[config.mk]
export PLATFORM = sky130hd
export DESIGN_NAME = sam_top
export DESIGN_NICKNAME = d
export VERILOG_FILES = /design/src/sam_pkg.sv /design/src/sam_col_mux.sv /design/src/sam_top.sv
export SDC_FILE = /design/constraint.sdc
export NUM_CORES = 1
export LEC_CHECK = 0
export BUFFER_PORTS_ARGS = -buffer_cell sky130_fd_sc_hd__buf_2
export CORE_ASPECT_RATIO = 1.4
export CORE_MARGIN = 4
export CORE_UTILIZATION = 30
export CTS_CLUSTER_SIZE = 12
export DETAILED_ROUTE_END_ITERATION = 8
export PLACE_DENSITY = 0.59
export SYNTH_ARGS = -nofsm -noshare
export SYNTH_HDL_FRONTEND = slang
export SYNTH_SLANG_ARGS = --single-unit
[constraint.sdc]
create_clock -name ref_clk -period 3.9 [get_ports ref_clk]
set_clock_uncertainty 0.05 [all_clocks]
set_input_delay 0.39 -clock ref_clk [delete_from_list [all_inputs] [get_ports ref_clk]]
set_output_delay 0.39 -clock ref_clk [all_outputs]
set_load 0.01 [all_outputs]
[src/sam_pkg.sv]
package sam_pkg;

    localparam int unsigned SAM_IAW = 25;   // Internal address bits 24..0
    localparam int unsigned SAM_MDW = 16;   // Muxed address lines 15..0
    localparam int unsigned SAM_DW  = 16;   // Register data width
    localparam int unsigned SAM_RAW = 2;    // Register address width

    // Register indices on the plain register port
    localparam logic [SAM_RAW-1:0] SAM_MEMCFG_OFS = 2'h0;
    localparam logic [SAM_RAW-1:0] SAM_SDCTL_OFS  = 2'h1;
    localparam logic [SAM_RAW-1:0] SAM_MDOUT_OFS  = 2'h2;

    localparam logic [SAM_DW-1:0] SAM_MEMCFG_RST = 16'h0000;
    localparam logic [SAM_DW-1:0] SAM_SDCTL_RST  = 16'h0000;

    // memory_configuration_register fields
    localparam int unsigned SAM_ROWWIDE_BIT = 0;
    localparam int unsigned SAM_COL9_BIT    = 1;
    localparam int unsigned SAM_COL_LINE8_SOURCE_SELECT_BIT    = 5;
    localparam int unsigned SAM_L11_BIT     = 11;
    localparam int unsigned SAM_L12_LO      = 14;
    localparam int unsigned SAM_L12_HI      = 15;
    // SDRAM control register fields
    localparam int unsigned SAM_COL0_BIT    = 6;
    localparam int unsigned SAM_SDRAM_ENABLE_BIT_BIT    = 15;

    localparam logic [SAM_DW-1:0] SAM_MEMCFG_WMASK = 16'hc823;
    localparam logic [SAM_DW-1:0] SAM_SDCTL_WMASK  = 16'h8040;

    // line12_source_field codes
    localparam logic [1:0] SAM_L12_IA10 = 2'h0;
    localparam logic [1:0] SAM_L12_IA21 = 2'h1;
    localparam logic [1:0] SAM_L12_IA23 = 2'h2;

    typedef struct packed {
        logic       sdram_enable_bit;
        logic       col0_source_select;
        logic       col_line8_source_select;
        logic       col_line9_source_select;
        logic       row_wide_select;
        logic       line11_source_select;
        logic [1:0] line12_source_field;
    } sam_cfg_t;

    // Line 11 source, shared by the row phase and the SDRAM column phase
    function automatic logic sam_line11(input logic [SAM_IAW-1:0] ia,
                                        input logic sel);
        sam_line11 = sel ? ia[22] : ia[20];
    endfunction : sam_line11

    // Line 12 source; the spare code falls back to bit 10
    function automatic logic sam_line12(input logic [SAM_IAW-1:0] ia,
                                        input logic [1:0] fld);
        unique case (fld)
            SAM_L12_IA21: sam_line12 = ia[21];
            SAM_L12_IA23: sam_line12 = ia[23];
            default:      sam_line12 = ia[10];
        endcase
    endfunction : sam_line12

endpackage : sam_pkg

[src/sam_col_mux.sv]
`timescale 1ns/1ps
module sam_col_mux
    import sam_pkg::*;
(
    input  wire logic [SAM_IAW-1:0] internal_address_bit,
    input  wire sam_cfg_t           cfg,
    input  wire logic               byte_mode,
    output logic      [SAM_MDW-1:0] col_word
);

    logic [SAM_IAW-1:0] ia;
    logic [7:1]         col_low;
    assign ia = internal_address_bit;

    // Kept apart from col_word so that no vector mixes driver kinds
    genvar g;
    generate
        for (g = 1; g < 8; g++)
        begin : g_low
            assign col_low[g] = ia[g+1];
        end
    endgenerate

    always_comb
    begin
        col_word[7:1] = col_low;
        col_word[0]  = ia[1];
        col_word[8]  = ia[9];
        col_word[9]  = ia[10];
        col_word[10] = 1'b0;
        col_word[11] = ia[12];
        col_word[12] = ia[13];
        if (cfg.sdram_enable_bit)
        begin
            // Byte lanes always need bit 0 on the lowest line
            col_word[0]  = (cfg.col0_source_select || byte_mode) ?
                           ia[0] : ia[1];
            col_word[8]  = cfg.col_line8_source_select ?
                           ia[1] : ia[9];
            col_word[9]  = cfg.col_line9_source_select ?
                           ia[1] : ia[10];
            col_word[10] = 1'b0;
            col_word[11] = sam_line11(ia, cfg.line11_source_select);
            col_word[12] = sam_line12(ia, cfg.line12_source_field);
        end
        else
        begin
            col_word[8]  = cfg.col_line8_source_select ? ia[0] : ia[9];
            col_word[10] = ia[11];
        end
        // Upper bank lines hold in both phases
        col_word[13] = ia[22];
        col_word[14] = ia[23];
        col_word[15] = ia[24];
    end

endmodule : sam_col_mux

[src/sam_top.sv]
`timescale 1ns/1ps
// Behaviour
// - In SDRAM mode, column line 0 carries bit 1 when its select is 0, bit 0 when 1.
// - Column line 8 carries bit 9 when its select is 0 and bit 1 (bit 0 outside SDRAM mode) when it is 1.
// - Line 11 carries bit 20 when its select is 0 and bit 22 when it is 1.
// - Line 12 carries bit 10, 21 or 23 for field codes 00, 01 and 10.
// - SDRAM column choices apply only while the SDRAM enable bit is 1, except the line 8 select, which then picks bit 0 instead of bit 1.
// - The 16 Mbit map puts bits 11-18, 10, 9, 19, 20 on rows, 1-8 and 0 on columns.
// - In 8-bit column phase with SDRAM mode on, line 0 carries bit 0 and bit 1 moves to line 8 or 9; outside SDRAM mode 8-bit phase changes nothing.
// - The 64 Mbit map adds bank lines 12 and 13 carrying bits 21 and 22.
// - The 128 Mbit map puts bits 20, 19, 21, 10 on rows 8-10 and 12, banks 22, 23.
// - The 256 Mbit map adds bank lines 14 and 15 carrying bits 23 and 24.
module sam_top
    import sam_pkg::*;
(
    input  wire logic               ref_clk,
    input  wire logic               rst_n,
    input  wire logic [SAM_RAW-1:0] reg_addr,
    input  wire logic [SAM_DW-1:0]  reg_wdata,
    input  wire logic               reg_wr,
    input  wire logic               reg_rd,
    output logic      [SAM_DW-1:0]  reg_rdata,
    input  wire logic [SAM_IAW-1:0] internal_address_bit,
    input  wire logic               row_phase,
    input  wire logic               byte_mode,
    output logic      [SAM_MDW-1:0] muxed_dram_address_line
);

    logic [SAM_DW-1:0]  memcfg_r;
    logic [SAM_DW-1:0]  sdctl_r;
    logic [SAM_DW-1:0]  rdata_nxt;
    logic [SAM_MDW-1:0] row_word;
    logic [7:1]         row_low;
    logic [SAM_MDW-1:0] col_word;
    logic [SAM_MDW-1:0] md_nxt;
    logic [SAM_MDW-1:0] md_r;
    logic [SAM_DW-1:0]  rdata_r;
    logic [SAM_IAW-1:0] ia;
    sam_cfg_t           cfg;

    assign ia = internal_address_bit;

    // Register writes; only defined bits hold state
    always_ff @(posedge ref_clk or negedge rst_n)
    begin
        if (!rst_n)
        begin
            memcfg_r <= SAM_MEMCFG_RST;
            sdctl_r  <= SAM_SDCTL_RST;
        end
        else if (reg_wr)
        begin
            if (reg_addr == SAM_MEMCFG_OFS)
                memcfg_r <= reg_wdata & SAM_MEMCFG_WMASK;
            if (reg_addr == SAM_SDCTL_OFS)
                sdctl_r <= reg_wdata & SAM_SDCTL_WMASK;
        end
    end

    always_comb
    begin
        cfg.sdram_enable_bit        = sdctl_r[SAM_SDRAM_ENABLE_BIT_BIT];
        cfg.col0_source_select      = sdctl_r[SAM_COL0_BIT];
        cfg.col_line8_source_select = memcfg_r[SAM_COL_LINE8_SOURCE_SELECT_BIT];
        cfg.col_line9_source_select = memcfg_r[SAM_COL9_BIT];
        cfg.row_wide_select         = memcfg_r[SAM_ROWWIDE_BIT];
        cfg.line11_source_select    = memcfg_r[SAM_L11_BIT];
        cfg.line12_source_field     = memcfg_r[SAM_L12_HI:SAM_L12_LO];
    end

    // Read data one cycle after the strobe; unmapped reads give zero
    always_comb
    begin
        rdata_nxt = '0;
        if (reg_rd)
        begin
            unique case (reg_addr)
                SAM_MEMCFG_OFS: rdata_nxt = memcfg_r;
                SAM_SDCTL_OFS:  rdata_nxt = sdctl_r;
                SAM_MDOUT_OFS:  rdata_nxt = md_r;
                default:        rdata_nxt = '0;
            endcase
        end
    end

    always_ff @(posedge ref_clk or negedge rst_n)
    begin
        if (!rst_n)
            rdata_r <= '0;
        else
            rdata_r <= rdata_nxt;
    end

    // Row phase
    genvar g;
    generate
        for (g = 1; g < 8; g++)
        begin : g_row
            assign row_low[g] = ia[g+11];
        end
    endgenerate

    always_comb
    begin
        row_word[7:1] = row_low;
        row_word[0]  = ia[11];
        // Wide row map swaps in the upper bits for large parts
        row_word[8]  = cfg.row_wide_select ? ia[20] : ia[10];
        row_word[9]  = cfg.row_wide_select ? ia[19] : ia[9];
        row_word[10] = cfg.row_wide_select ? ia[21] : ia[19];
        row_word[11] = sam_line11(ia, cfg.line11_source_select);
        row_word[12] = sam_line12(ia, cfg.line12_source_field);
        row_word[13] = ia[22];
        row_word[14] = ia[23];
        row_word[15] = ia[24];
    end

    sam_col_mux u_col (
        .internal_address_bit (ia),
        .cfg                  (cfg),
        .byte_mode            (byte_mode),
        .col_word             (col_word)
    );

    assign md_nxt = row_phase ? row_word : col_word;

    // Registered pins keep the mux glitch out of the memory
    always_ff @(posedge ref_clk or negedge rst_n)
    begin
        if (!rst_n)
            md_r <= '0;
        else
            md_r <= md_nxt;
    end

    assign muxed_dram_address_line = md_r;
    assign reg_rdata               = rdata_r;
endmodule : sam_top

==> summary.md <==
| Metric | Value |
|---|---|
| Status | finished, final reports clean |
| P per Cell Area | around 430 mW/mm^2 |
| Gpl congestion | 0.6892 |
| Min cycle time layout | 1320 ps |
| Crit Path Max Fanout | 7 |
| Chip width | 69.87 microns |
| # IOs | 81 |
| Unrepaired setup endpoints after global routing | no |
| Ys async rst share | 100.0% |
| Max-slew violation count | 0 |
| Die Ht | ~95 microns |
| Die area | 0.006611 sq mm |
| Starting Density | 30.93% |
| Final Hold Vio Count | 0 |
| Post-synthesis sequential area ratio | 62.26% |
| Largest net degree at the start of global routing | 41 |
| Setup TNS | 0 ps |
| Fin crit share | 33.86% |
| CP arrival | 1450 ps |
| Initial DRT Pass Iterations | 4 |
| Yosys Warn Count | 0 |
| Flops & latches, synth | 40 |
| Routed vias | 1141 |
| Routed WL per cell | around 14 microns |
| Final ANT Viol Nets | 0 |
| Syn Area/Cell | between 10 and 15 sq um |
| Final core occ | 40.71% |
| Worst Hold Class | in2reg |
| Clock-pin slew on the worst setup and hold paths | 80 ps |
| Critical path data required time | 4030 ps |
| Post-synthesis cell type count | 26 |
| Crit Reg-Reg Endpoint | muxed_dram_address_line[0] |
| Sequential power share | 53.0% |
| Num rows | 31 |
| Top_reg_cell synth | dfrtp_1 |
| Diode count | 0 |
| Worst setup endpoint | muxed_dram_address_line[0] |
| Leak pwr | 1.101 nW |
| Most common cell in the netlist | dfrtp_1 |
| Worst-skew pair later-pin latency | 290 ps |
| Crit path from | sdctl_r[15] |
| Fill count | 528 |
| Top cell type's share of synthesized area | 62.26% |
| Syn-to-layout area delta | 31.60% |
| Initial antenna violation count | 0 |
| Placed insts | 253 |
| Crit path launch type | flop |
| Post-Route WL | about 3800 microns |
| H-tree Lvls | 2 |
| CTS Buf Count | 5 |
| Net Sw Frac | between 20% and 30% |
| Via density | 4.372 |
| Pint | between 0.6 and 0.7 mW |
| Clk sink count | 40 |
| Post-DP HPWL | 2940 microns |
| Setup violation total in the final timing report | 0 |
| CTS root buf | clkbuf_8 |
| Nets | 245 |
| Worst reg-to-reg path cell count | 3 |
| Worst Tran Pin Value | 907.6 ps |
| Longest Clk Path Bufs | 2 |
| Gr usage total | 12.06% |
| Synth cell count leaders | 40 x dfrtp_1, 15 x mux2_2, 11 x and2_1 |
| Vias in the first global route | approximately 1200 |
| Grt ovf | 0 |
| Footprint of the multi-input gates | 578.1 sq um |
| Initial drt markers | 45 |
| Buffers on Ports | 71 |
| Setup repair bufs after CTS | 0 |
| Endpoint class of the critical path | flop |
| # DRC | 0 |
| Syn Std Cell Area | 0.001608 sq mm |
| Number of flops mapped to enable cells by yosys | 0 |
| Max-slew headroom | 39.49% |
| Syn nets | 170 |
| Post-synthesis cell count | 119 |
| Max-Cap Viols | 0 |
| R2R Path Start | sdctl_r[15] |
| Comb power frac | 17.2% |
| Post-cts resize count | 0 |
| First-pass GRT wire length | 5947 microns |
| Post-cts hold buffer count | 0 |
| Dominant cells by area after synthesis | dfrtp_1 62%, mux2_2 11%, mux2i_1 6.2%, and2_1 4.3%, nor2_1 1.9% |
| Most area-hungry cell type in the Yosys netlist | dfrtp_1 |
| Hold Crit Depth | 1 |
| Cell Count, Final, Fillers Out | 261 |
| Critical path class | reg2reg |
| CTS tree | yes |
| Register area | 0.001001 sq mm |
| Hold WS | 145.5 ps |
| Net switching power | between 0.2 and 0.3 mW |
| Max frequency | 757.4 MHz |
| Clock share of power | just under 30% |
| Core area | 0.005197 sq mm |
| Max VDD drop | 0.0001566 V |
| R2R Setup Slk | 2580 ps |
| Layout cells sized above 1 | 49.74% |
[routing by layer]
| metal | vias up | share of wire (%) | track usage, % | wire length (microns) |
|---|---|---|---|---|
| li1 | 555 | - | - | - |
| met1 | 539 | 41 | 13.54 | 1549 |
| met2 | 41 | 51 | 20.58 | 1924 |
| met3 | 6 | 5.4 | 3.727 | 202 |
| met4 | 0 | 2.3 | 6.230 | 85 |
| met5 | - | 0 | 0 | 0 |
[layout make-up]
| type | count | share of cell area [%] |
|---|---|---|
| tap | 66 | 3.903 |
| inverter | 3 | 0.5322 |
| multi-input combinational | 73 | 27.32 |
| clock buffer | 5 | 3.253 |
| sequential | 40 | 47.31 |
| timing repair buffer | 71 | 16.79 |
| clock inverter | 3 | 0.8870 |
[flip-flops by register name (all words and copies together) (netlist names)]
| name | count |
|---|---|
| memcfg_r | 6 |
| muxed_dram_address_line | 16 |
| reg_rdata | 16 |
| sdctl_r | 2 |
[worst min path at each step]
stage | from | endpoint
6_report | internal_address_bit[24] | muxed_dram_address_line[15]
3_3_place_gp | muxed_dram_address_line[7] | reg_rdata[7]
3_5_place_dp | muxed_dram_address_line[4] | reg_rdata[4]
5_1_grt | internal_address_bit[24] | muxed_dram_address_line[15]
2_1_floorplan | rst_n | memcfg_r[0]
4_1_cts | internal_address_bit[24] | muxed_dram_address_line[15]
[critical path: stages (launching register included)]
cell and delay, ps:
dfrtp_1 470, o21ai_2 100, mux2_1 330, mux2_2 260
[through the flow]
stage / setup slack (ps) / area [sq um] / power (mW)
2_1_floorplan: 2529 / 1608 / 0.5758
3_5_place_dp: 2303 / 2028 / 0.6541
6_report: 2580 / 2116 / 0.9152
3_3_place_gp: 2315 / 2028 / 0.6511
4_1_cts: 2572 / 2116 / 0.9283
5_1_grt: 2519 / 2116 / 0.9638
[kinds of logic (layout without fill, tap and decap cells)]
family	after synthesis	in the layout	share of synthesized area [%]
DFF	40	40	62.26
muxes	26	26	17.43
adders and majority gates	2	2	1.556
and+or+nand+nor	31	31	11.21
buffers and inverters	6	82	1.789
AOI/OAI and AO/OA	14	14	5.759
[layout by cell type (no fill, tap or decap)]
master	n
buf_2	71
dfrtp_1	40
mux2_2	15
and2_1	11
mux2i_1	10
nor2_1	8
nand2_1	6
o21ai_0	5
clkbuf_8	5
inv_1	3
nand3b_1	2
a21oi_1	2
ha_1	2
clkinv_2	2
nand2b_4	1
a22o_1	1
a21boi_0	1
a311oi_1	1
o21a_1	1
o21ai_2	1
mux2_1	1
a221oi_1	1
nor2b_1	1
o31ai_1	1
nand3_1	1
nor3b_4	1
clkinv_4	1
[power groups by stage]
stage	clock, mW	combinational, mW	sequential [mW]
6_report	0.273	0.158	0.485
5_1_grt	0.294	0.177	0.493
4_1_cts	0.281	0.161	0.486
3_5_place_dp	0	0.160	0.494
3_3_place_gp	0	0.158	0.494
2_1_floorplan	0	0.0742	0.502
No activity file was read; power rests on OpenSTA's default activity.
